[src/tma_defs.vh]
// Constants shared by the timer array: modes, edges, counts and masks
`ifndef TMA_DEFS_VH
`define TMA_DEFS_VH

// Channel operating modes
`define TMA_MD_W          4
`define TMA_MD_INTERVAL   4'h0
`define TMA_MD_SQUARE     4'h1
`define TMA_MD_EVENT      4'h2
`define TMA_MD_DIVIDER    4'h3
`define TMA_MD_CAP_INTV   4'h4
`define TMA_MD_CAP_WIDTH  4'h5
`define TMA_MD_PWM_MASTER 4'h6
`define TMA_MD_OS_MASTER  4'h7
`define TMA_MD_SLAVE      4'h8

// Valid edge selection
`define TMA_EDGE_W        2
`define TMA_EDGE_FALL     2'h0
`define TMA_EDGE_RISE     2'h1
`define TMA_EDGE_BOTH     2'h2

// Counter values
`define TMA_CNT_INIT      16'hffff
`define TMA_CNT_ZERO      16'h0000
`define TMA_CNT_ONE       16'h0001

// Channel capability masks, bit n is channel n (unit 1 starts at bit 8)
`define TMA_DIV_OK_MASK   12'h01d
`define TMA_PIN_MASK      12'h0ff
`define TMA_LIN_CHANNEL   7

`endif

[src/tma_timer_array.v]
// Two-unit sixteen-bit timer array with independent and combined modes
`timescale 1ns/1ps
`include "tma_defs.vh"

module tma_timer_array #(
  parameter CNT_W = 16,
  parameter U0_CH = 8,
  parameter U1_CH = 4
) (
  input  wire                            clk_sys,
  input  wire                            reset,
  input  wire [1:0]                      unit_enable,
  input  wire [U0_CH+U1_CH-1:0]          chan_start,
  input  wire [U0_CH+U1_CH-1:0]          chan_stop,
  input  wire [(U0_CH+U1_CH)*4-1:0]      chan_mode,
  input  wire [(U0_CH+U1_CH)*2-1:0]      chan_edge,
  input  wire [(U0_CH+U1_CH)*CNT_W-1:0]  chan_data,
  input  wire [U0_CH-1:0]                timer_capture_pin,
  input  wire                            lin_receive_line,
  input  wire                            lin_select,
  output wire [(U0_CH+U1_CH)*CNT_W-1:0]  channel_counter,
  output wire [(U0_CH+U1_CH)*CNT_W-1:0]  capture_value,
  output wire [U0_CH+U1_CH-1:0]          channel_done_irq,
  output wire [U0_CH-1:0]                timer_out_pin
);

  localparam NCH = U0_CH + U1_CH;

  ////////////////////////////////////////////////////////////////////////
  // Master tick distribution

  // Tick issued by each master, and tick seen by each slave
  wire [NCH-1:0] own_tick;
  wire [NCH-1:0] is_master;
  wire [NCH-1:0] follow_tick;

  genvar n;
  generate
    for (n = 0; n < NCH; n = n + 1) begin : g_link
      if (n == 0 || n == U0_CH) begin : g_first
        // A unit's first channel has no master below it
        assign follow_tick[n] = 1'b0;
      end else begin : g_rest
        // Chain through any non-master channels down to the nearest master
        assign follow_tick[n] = is_master[n-1] ? own_tick[n-1]
                                               : follow_tick[n-1];
      end
    end
  endgenerate

  ////////////////////////////////////////////////////////////////////////
  // Channels

  generate
    for (n = 0; n < NCH; n = n + 1) begin : g_ch
      reg  [CNT_W-1:0] cnt_ff;
      reg  [CNT_W-1:0] cap_ff;
      reg              run_ff;
      reg              meas_ff;
      reg              out_ff;
      reg              irq_ff;
      reg              prev_ff;

      wire [3:0]       md;
      wire [1:0]       esel;
      wire [CNT_W-1:0] data;
      wire             unit_en;
      wire             in_lvl;
      wire             rise;
      wire             fall;
      reg              ev;
      wire             start_e;
      wire             end_e;
      reg              md_ok;
      wire             has_pin;
      wire             div_ok;
      wire             cnt_zero;

      // Mode flags, decoded once and shared by the mode check, master tick and start load below
      wire             md_intv;
      wire             md_sq;
      wire             md_div;
      wire             md_capi;
      wire             md_capw;
      wire             md_pwm;
      wire             md_os;
      wire             md_slv;

      assign md       = chan_mode[n*`TMA_MD_W +: `TMA_MD_W];
      assign esel     = chan_edge[n*`TMA_EDGE_W +: `TMA_EDGE_W];
      assign data     = chan_data[n*CNT_W +: CNT_W];
      assign unit_en  = (n < U0_CH) ? unit_enable[0] : unit_enable[1];
      assign has_pin  = (n < U0_CH) ? 1'b1 : 1'b0;
      assign div_ok   = (n < U0_CH) ? 1'b1 : 1'b0;
      assign cnt_zero = (cnt_ff == `TMA_CNT_ZERO);

      //////////////////////////////////////////////////////////////////
      // Mode decode

      assign md_intv  = (md == `TMA_MD_INTERVAL);
      assign md_sq    = (md == `TMA_MD_SQUARE);
      assign md_div   = (md == `TMA_MD_DIVIDER);
      assign md_capi  = (md == `TMA_MD_CAP_INTV);
      assign md_capw  = (md == `TMA_MD_CAP_WIDTH);
      assign md_pwm   = (md == `TMA_MD_PWM_MASTER);
      assign md_os    = (md == `TMA_MD_OS_MASTER);
      assign md_slv   = (md == `TMA_MD_SLAVE);

      //////////////////////////////////////////////////////////////////
      // Input select

      // Input source: pin, or the LIN line on the LIN channel
      if (n == `TMA_LIN_CHANNEL) begin : g_lin
        assign in_lvl = lin_select ? lin_receive_line
                                   : timer_capture_pin[n];
      end else if (n < U0_CH) begin : g_pin
        assign in_lvl = timer_capture_pin[n];
      end else begin : g_nopin
        // Unit 1 channels have no input pin
        assign in_lvl = 1'b0;
      end

      //////////////////////////////////////////////////////////////////
      // Edge detect

      // Inputs are synchronous, one delay gives the edges
      assign rise = in_lvl & ~prev_ff;
      assign fall = ~in_lvl & prev_ff;

      always @* begin
        ev = rise | fall;
        case (esel)
          `TMA_EDGE_RISE: begin
            ev = rise;
          end
          `TMA_EDGE_FALL: begin
            ev = fall;
          end
          default: begin
            ev = rise | fall;
          end
        endcase
      end

      // Width capture: falling start measures low width
      assign start_e = (esel == `TMA_EDGE_FALL) ? fall : rise;
      assign end_e   = (esel == `TMA_EDGE_FALL) ? rise : fall;

      //////////////////////////////////////////////////////////////////
      // Mode check and master tick

      // Refuse modes the channel cannot run; it then stays idle
      always @* begin
        md_ok = 1'b0;
        if (!has_pin) begin
          md_ok = md_intv;
        end else if (md_div) begin
          // Mask decides per channel, so a wrong pin count cannot leak
          md_ok = div_ok &&
                  (((`TMA_DIV_OK_MASK >> n) & 12'h001) != 12'h000);
        end else begin
          md_ok = (md <= `TMA_MD_SLAVE);
        end
      end

      assign is_master[n] = md_pwm || md_os;

      // Master end of period or end of delay
      assign own_tick[n] = unit_en && run_ff && md_ok && cnt_zero &&
                           (md_pwm || (md_os && meas_ff));

      //////////////////////////////////////////////////////////////////
      // Counter process

      always @(posedge clk_sys) begin
        if (reset || !unit_en) begin
          cnt_ff  <= `TMA_CNT_INIT;
          cap_ff  <= `TMA_CNT_ZERO;
          run_ff  <= 1'b0;
          meas_ff <= 1'b0;
          out_ff  <= 1'b0;
          irq_ff  <= 1'b0;
          // Seed from the line itself, so an idle high LIN gives no edge
          prev_ff <= in_lvl;
        end else begin
          prev_ff <= in_lvl;
          irq_ff  <= 1'b0;
          // Stop wins over start; the count holds for reading
          if (chan_stop[n]) begin
            run_ff  <= 1'b0;
            meas_ff <= 1'b0;
          end else if (chan_start[n]) begin
            run_ff  <= 1'b1;
            meas_ff <= 1'b0;
            out_ff  <= 1'b0;
            // Capture, one-shot master and slave modes start from zero
            if (md_capi || md_capw || md_os || md_slv) begin
              cnt_ff <= `TMA_CNT_ZERO;
            end else begin
              cnt_ff <= data;
            end
          end else if (run_ff && md_ok) begin
            case (md)
              `TMA_MD_INTERVAL,
              `TMA_MD_SQUARE,
              `TMA_MD_PWM_MASTER: begin
                if (cnt_zero) begin
                  cnt_ff <= data;
                  irq_ff <= 1'b1;
                  if (md_sq) begin
                    out_ff <= ~out_ff;
                  end
                end else begin
                  cnt_ff <= cnt_ff - `TMA_CNT_ONE;
                end
              end

              `TMA_MD_EVENT: begin
                if (ev) begin
                  // Interrupt on the programmed edge count
                  if (cnt_ff <= `TMA_CNT_ONE) begin
                    cnt_ff <= data;
                    irq_ff <= 1'b1;
                  end else begin
                    cnt_ff <= cnt_ff - `TMA_CNT_ONE;
                  end
                end
              end

              `TMA_MD_DIVIDER: begin
                if (ev) begin
                  if (cnt_zero) begin
                    cnt_ff <= data;
                    out_ff <= ~out_ff;
                    irq_ff <= 1'b1;
                  end else begin
                    cnt_ff <= cnt_ff - `TMA_CNT_ONE;
                  end
                end
              end

              `TMA_MD_CAP_INTV: begin
                if (ev) begin
                  meas_ff <= 1'b1;
                  cnt_ff  <= `TMA_CNT_ZERO;
                  if (meas_ff) begin
                    // Both edges give alternate low/high widths
                    cap_ff <= cnt_ff;
                    irq_ff <= 1'b1;
                  end
                end else if (meas_ff) begin
                  cnt_ff <= cnt_ff + `TMA_CNT_ONE;
                end
              end

              `TMA_MD_CAP_WIDTH: begin
                if (!meas_ff) begin
                  if (start_e) begin
                    meas_ff <= 1'b1;
                    cnt_ff  <= `TMA_CNT_ZERO;
                  end
                end else if (end_e) begin
                  // Repeats for wakeup then sync break
                  cap_ff  <= cnt_ff;
                  irq_ff  <= 1'b1;
                  meas_ff <= 1'b0;
                  cnt_ff  <= `TMA_CNT_ZERO;
                end else begin
                  cnt_ff <= cnt_ff + `TMA_CNT_ONE;
                end
              end

              `TMA_MD_OS_MASTER: begin
                if (!meas_ff) begin
                  // Trigger edge loads the delay
                  if (ev) begin
                    cnt_ff  <= data;
                    meas_ff <= 1'b1;
                  end
                end else if (cnt_zero) begin
                  irq_ff  <= 1'b1;
                  meas_ff <= 1'b0;
                end else begin
                  cnt_ff <= cnt_ff - `TMA_CNT_ONE;
                end
              end

              `TMA_MD_SLAVE: begin
                if (follow_tick[n]) begin
                  // Duty or width loads at the master tick
                  cnt_ff <= data;
                  // Zero duty keeps the pin low for the whole period
                  out_ff <= (data != `TMA_CNT_ZERO);
                end else if (!cnt_zero) begin
                  cnt_ff <= cnt_ff - `TMA_CNT_ONE;
                  if (cnt_ff == `TMA_CNT_ONE) begin
                    out_ff <= 1'b0;
                    irq_ff <= 1'b1;
                  end
                end
              end

              default: begin
                cnt_ff <= cnt_ff;
              end
            endcase
          end
        end
      end

      //////////////////////////////////////////////////////////////////
      // Port drive

      // Counter is observable only, no write path
      assign channel_counter[n*CNT_W +: CNT_W] = cnt_ff;
      assign capture_value[n*CNT_W +: CNT_W]   = cap_ff;
      assign channel_done_irq[n]               = irq_ff;
      if (n < U0_CH) begin : g_out
        assign timer_out_pin[n] = out_ff;
      end
    end
  endgenerate

endmodule

[config.mk]
export PLATFORM = sky130hd
export DESIGN_NAME = tma_timer_array
export DESIGN_NICKNAME = d
export VERILOG_FILES = /design/src/tma_timer_array.v
export VERILOG_INCLUDE_DIRS = /design/src
export SDC_FILE = /design/constraint.sdc
export NUM_CORES = 2
export LEC_CHECK = 0
export ABC_AREA = 1
export BUFFER_PORTS_ARGS = -buffer_cell sky130_fd_sc_hd__buf_2
export CAP_MARGIN = 0
export CORE_ASPECT_RATIO = 1.2
export CORE_MARGIN = 5
export CORE_UTILIZATION = 40
export CTS_CLUSTER_SIZE = 25
export DETAILED_ROUTE_END_ITERATION = 12
export GPL_ROUTABILITY_DRIVEN = 0
export PLACE_DENSITY = 0.58
export SLEW_MARGIN = 10
export SYNTH_ARGS = -nofsm -noshare
export SYNTH_HDL_FRONTEND = slang
export SYNTH_SLANG_ARGS = --single-unit
[constraint.sdc]
create_clock -name clk_sys -period 3.8 [get_ports clk_sys]
set_input_delay 0.38 -clock clk_sys [delete_from_list [all_inputs] [get_ports clk_sys]]
set_output_delay 0.38 -clock clk_sys [all_outputs]
set_load 0.03 [all_outputs]
-- Yosys cells after proc, flatten, opt, wreduce, memory -nomap -nowiden
Cells that the tools add are included.
- register bits: 372
- bits in latches: 0
- bits in writable memories: 0
- memory bits (read-only): 0
- output and inout bits: 404
- word-level logic and storage cells: 1263
- memories: 0
- $add $sub $neg: 24
- multipliers: 0
- div/mod/pow operators: 0
- order comparisons: 16
- equality and inequality tests: 228
- shift operators: 0
- muxes and demuxes: 538
- bitwise logic cells: 80
- reduce and logical (&&, ||, !) cells: 305
- operators with widths (kind ; count):
    $mux 16 ; 190
    $pmux 16 s7 ; 8
    $mux 1 ; 288
    $pmux 16 s2 ; 8
    $pmux 16 s4 ; 4
    $add 16x1->16 const B ; 12
    $eq 16x1->1 const B ; 12
    $eq 4x3->1 const B ; 48
    $logic_not 16->1 ; 12
    $sub 16x1->16 const B ; 12
    $ne 4x4->1 const B ; 35
    $ne 3x3->1 const B ; 45
    $le 16x1->1 const B ; 8
    $reduce_and 8->1 ; 16
    $reduce_bool 16->1 ; 7
    $reduce_and 9->1 ; 8
    $reduce_or 3->1 ; 24
    $eq 4x2->1 const B ; 16
    $ne 2x2->1 const B ; 32
    $reduce_bool 8->1 ; 8
    $logic_and 1x1->1 ; 62
    $pmux 1 s3 ; 20
    $logic_or 1x1->1 ; 58
    $not 1->1 ; 56
    other kinds (22) ; 202

-- Logic depth before layout (Yosys ltp)
- depth after elaboration: 16
- mapped depth: 26
- gate-level depth less buffers: 25

-- Least setup slack after synthesis
Ideal clock, no wire load.
- path kind: reg-to-reg
- from: reg g_ch[0].cnt_ff[0]
- to: reg g_ch[0].cnt_ff[14]
- arrival time: 2.634 ns
- required time: 3.674 ns
- path slack: 1.040 ns
- cell stages (with the launch flop): 16
- buffers on the path: 1
- period minus slack after synthesis: 2.760 ns
- cells stage by stage: dfxtp_1 clkinv_1 ha_1 nand2_2 nor2_4 nand2_2 buf_6 nand2_1 a21oi_2 inv_1 a211oi_1 o21ai_0 o21ai_0 nand2_1 o21ai_0 nand2_1
- word-level cells in the longest chain between the ends: 6
- elaborated cells on any way between the ends: 17
- RTL lines (what ; line ; text):
    from (decl) ; tma_timer_array.v:56 ; reg [CNT_W-1:0] cnt_ff;
    from (signal assigned) ; tma_timer_array.v:177 ; cnt_ff <= `TMA_CNT_INIT;
    from (signal assigned) ; tma_timer_array.v:198 ; cnt_ff <= `TMA_CNT_ZERO;
    from (signal assigned) ; tma_timer_array.v:200 ; cnt_ff <= data;
    $sub 16x1->16 (no line) (tied with other cells) ; n/a ;
    $mux 16, on equally long branches (2 in a row) ; n/a ;
    $pmux 16 s7 * ; tma_timer_array.v:203 ; case (md)
    $mux 16 * ; tma_timer_array.v:202 ; end else if (run_ff && md_ok) begin
    $mux 16 * ; tma_timer_array.v:192 ; end else if (chan_start[n]) begin
Every way passes the cells marked *; elsewhere a longest branch is shown, timed or not. The select of a mux whose other input is x is not followed.
A chain may end at the register's enable or synchronous reset.

-- Worst setup path in the final report
- from: reg g_ch[0].cnt_ff[0]
- to: reg g_ch[4].cnt_ff[10]
- word-level cells in the longest chain between the ends: 11
- RTL lines (what ; line ; text):
    $logic_not 16->1 (no line) ; n/a ;
    $logic_and 1x1->1 (2 in a row) ; tma_timer_array.v:169 ; assign own_tick[n] = unit_en && run_ff && md_ok && cnt_zero &&
    $mux 1 (4 in a row) ; tma_timer_array.v:45 ; assign follow_tick[n] = is_master[n-1] ? own_tick[n-1]
    $mux 16 ; tma_timer_array.v:289 ; if (follow_tick[n]) begin
    $pmux 16 s7 ; tma_timer_array.v:203 ;
    $mux 16 ; tma_timer_array.v:202 ;
    $mux 16 ; tma_timer_array.v:192 ;
    to (signal assigned) ; tma_timer_array.v:198 ;
    to (signal assigned) ; tma_timer_array.v:208 ; cnt_ff <= data;
    to (signal assigned) ; tma_timer_array.v:291 ; cnt_ff <= data;
    to (decl) ; tma_timer_array.v:56 ;
No other way between the ends. The select of a mux whose other input is x is not followed.

==> summary.txt <==
CTS
  • CTS tree: built
  • Clock buffer depth: 3
  • Setup bufs post-CTS: 0
  • CTS H-tree depth: 2
  • CTS clock-pin slew for the worst setup and hold paths: 0.07 ns
  • Worst skew pair latency: ~0.62 ns
  • TritonCTS buffer count: 48
  • Post-CTS Resized: 0
  • Root Buffer: clkbuf_16
  • CTS Hold Bufs: 17
  • CTS Sinks: 370

Drt
  • DR pass1 iterations: 6
  • Vias: roughly 42,000
  • Antenna Nets Post-Route: 0
  • Total Wirelength: 148,000 um
  • Vias per std cell: 5.62
  • Wirelength per Cell: 19.6 um
  • DRC viols: 0
  • Iteration-0 DRC Markers: ~3,800

Power
  • Combinational power share: 0.234
  • Switching share of power: 0.337
  • Int Power: 8.05 mW
  • Share of power burned in registers: 0.338
  • Switching power total: 4.09 mW
  • Pwr/cell area: 301 mW/mm^2
  • Leakage: 19.7 nW
  • Peak supply drop: 302 uV
  • Clock share of power: 0.428

Worst setup path
  • Critical path class: flop to flop
  • Crit-path cells: clkinv_1, ha_1, nand2_2, nor2_4, nand2_2, nor2_2, nand3_2, nand2_1, nand2_1, nand2_1, nand2_1, nand2_4, o21ai_1, inv_1, o21ai_0, nor2_1, o21ai_1, o21ai_1, nand2_1
  • Crit path arrival time: 3.85 ns
  • Crit path max fanout: 7
  • Buf/Inv on CP: 2
  • Crit path max-delay family: simple AND/OR/NAND/NOR gates
  • Slowest-stage cell, CP: o21ai_1
  • Crit. End Element: flop
  • FF-to-FF End: g_ch[4].cnt_ff[10]$_SDFFE_PP1P_
  • Setup slack, reg-to-reg: 0.49 ns
  • Reg2Reg Launch Point: g_ch[0].cnt_ff[0]$_SDFFE_PP1P_
  • Startpoint Class: flop
  • R2R cell count: 19
  • Top cell by count, worst path: nand2_1
  • Delay of the slowest critical-path stage: 0.55 ns
  • WP data required: 4.34 ns

Floorplan
  • Die ar.: around 0.092 mm^2
  • Core ar.: 0.0851 mm^2
  • Width of the chip: 278 um
  • I/O pins: between 700 and 800
  • Row cnt: 117
  • Initial Util: 0.404
  • Die H: 331 um

STA
  • Relative slew slack: 0.308
  • Final setup skew: 0.0318 ns
  • Final min period: roughly 3.3 ns
  • Fmax: 302 MHz
  • Setup TNS: 0 ns
  • RSZ-0062 raised after global routing: false
  • Setup-failing EPs final: 0
  • Crit share post-route: 0.872
  • Final Hold Vio Count: 0
  • Measured slew at the worst slew-check pin: 1.04 ns
  • Slew Viols, Final: 0

Yosys
  • Combinational family with the most area after synthesis: simple AND/OR/NAND/NOR gates
  • Synth Cell Area: 0.0344 mm^2
  • Post-Synth XOR/XNOR Area: 0.0428
  • Sequential area share after synthesis: 0.215
  • Number of synthesized flops with an enable pin: 0
  • Top-count cell post-synth: nand2_1
  • Asr flop ratio synth: 0
  • Unique masters post-synth: 77
  • Post-synthesis compound-gate area fraction: 0.278
  • YS warnings: 0
  • Synthesized area per cell: 5.91 um^2
  • Synth Area in Simple Gates: 0.304
  • Yosys top cell by area: dfxtp_1
  • Mapped Cells: between 5,000 and 6,000
  • Main synth FF type: dfxtp_1
  • Adder-Cell Fraction of Synth Area: 0.0229
  • Commonest cells post-synth: nand2_1 (1,046), inv_1 (750), o21ai_0 (650)
  • Dominant cells by area after synthesis: dfxtp_1 (22%), nand2_1 (11%), o21ai_0 (9.5%)
  • Yosys top cell area share: 0.215
  • Post-synthesis register bit count: 370
  • Multiplexer share of the synthesized area: 0

Placement
  • DP Wirelength: 112,000 um
  • Number of port buffers: about 630

Cells and area
  • Post-layout util: 0.474
  • Final #Nets: 6,721
  • P&R area growth vs syn: 17.3%
  • Layout fillers: 9,301
  • Layout cells sized above 1: 0.152

Min path
  • Class of the worst hold path: primary input to flop
  • Worst Hold Launch: chan_stop[10]
  • Hold path depth: 3
  • Hold Path End: g_ch[10].run_ff$_SDFFE_PP0P_

Global routing
  • Initial antenna violation count: 23
  • Vias in the first global route: just under 40,000
  • First-pass GRT wire length: 226,000 um
  • Remaining global-route overflow: 0
  • Pin count of the biggest net entering global routing: 182
  • GRT Overall Usage: 0.299

Outcome
  • Status: finished, final reports clean

Job
  • Max cap viols: 0
flip-flops by register name, indices dropped and copies added (netlist names):
name / cells
g_ch.irq_ff: 12
g_ch.prev_ff: 8
g_ch.cap_ff: 128
g_ch.cnt_ff: 192
g_ch.meas_ff: 10
g_ch.out_ff: 8
g_ch.run_ff: 12
cell usage in the layout (no fill, tap or decap), types with 63 or more instances in the layout:
cell / instances
nand2_1: 1046
conb_1: 64
inv_1: 750
xor2_1: 154
nor3_1: 134
nand4_1: 86
buf_2: 633
o22ai_1: 72
o211ai_1: 90
nand3_1: 329
dfxtp_1: 370
o21ai_0: 650
ha_1: 63
buf_4: 105
nor2_1: 640
a21oi_1: 521
metal layers:
metal	GRT usage	vias up	share of wire
li1	-	20600	-
met1	0.354	19400	0.39
met2	0.514	1967	0.47
met3	0.0594	417	0.086
met4	0.150	8	0.056
met5	0	-	0.00032
tightest hold or removal path, delay by kind of cell:
family | cells | cell delay (ns)
simple gates | 1 | 0.11
compound gates | 1 | 0.03
buf+inv | 1 | 0.08
area by class of cell:
| cell class | count | area, um^2 | share of cell area |
|---|---|---|---|
| clock inverters | 26 | 425 | 0.0105 |
| multi-input cells | 4377 | 22500 | 0.559 |
| diodes | 21 | 52.6 | 0.00130 |
| well taps | 1130 | 1410 | 0.0351 |
| flip-flops and latches | 370 | 7410 | 0.184 |
| clock buffers | 62 | 1330 | 0.0329 |
| repair buffers | 756 | 4150 | 0.103 |
| inverters | 803 | 3020 | 0.0749 |
power by group through the flow:
stage	clock network [mW]	registers (mW)	logic, mW
final	5.19	4.10	2.85
after global routing	5.48	4.12	3.14
after CTS	5.32	4.10	2.80
after detailed placement	0	4.18	2.77
after global placement	0	4.18	2.76
after floorplan	0	4.25	1.81
kinds of logic after synthesis:
logic type | count (synthesis)
compound gates | 1674
xor+xnor | 168
buf+inv | 1136
simple gates | 2408
other cells | 1
flops | 370
fa+ha+maj | 63
worst max-delay path by stage:
stage,start,to,slack (ns),cells after the start
2_1_floorplan,g_ch[0].cnt_ff[0]$_SDFFE_PP1P_,g_ch[0].cnt_ff[14]$_SDFFE_PP1P_,1.04,15
3_3_place_gp,g_ch[0].cnt_ff[1]$_SDFFE_PP1P_,g_ch[7].cnt_ff[7]$_SDFFE_PP1P_,0.54,25
3_5_place_dp,g_ch[0].cnt_ff[1]$_SDFFE_PP1P_,g_ch[7].cnt_ff[9]$_SDFFE_PP1P_,0.52,25
4_1_cts,g_ch[0].cnt_ff[1]$_SDFFE_PP1P_,g_ch[7].cnt_ff[9]$_SDFFE_PP1P_,0.49,25
5_1_grt,g_ch[0].cnt_ff[1]$_SDFFE_PP1P_,g_ch[7].cnt_ff[7]$_SDFFE_PP1P_,0.18,25
6_report,g_ch[0].cnt_ff[0]$_SDFFE_PP1P_,g_ch[4].cnt_ff[10]$_SDFFE_PP1P_,0.49,19
metrics by stage:
step	hold WS, ns	instances	total power [mW]	area (um^2)	setup slack, ns
5_1_grt	0.0175	7537	12.7	40300	0.177
3_3_place_gp	0.434	7419	6.94	38400	0.540
2_1_floorplan	0.408	5883	6.06	34600	1.04
6_report	0.0382	7545	12.1	40300	0.486
3_5_place_dp	0.435	7419	6.95	38400	0.522
4_1_cts	0.000303	7524	12.2	40300	0.488
No activity file was read; power rests on OpenSTA's default activity.
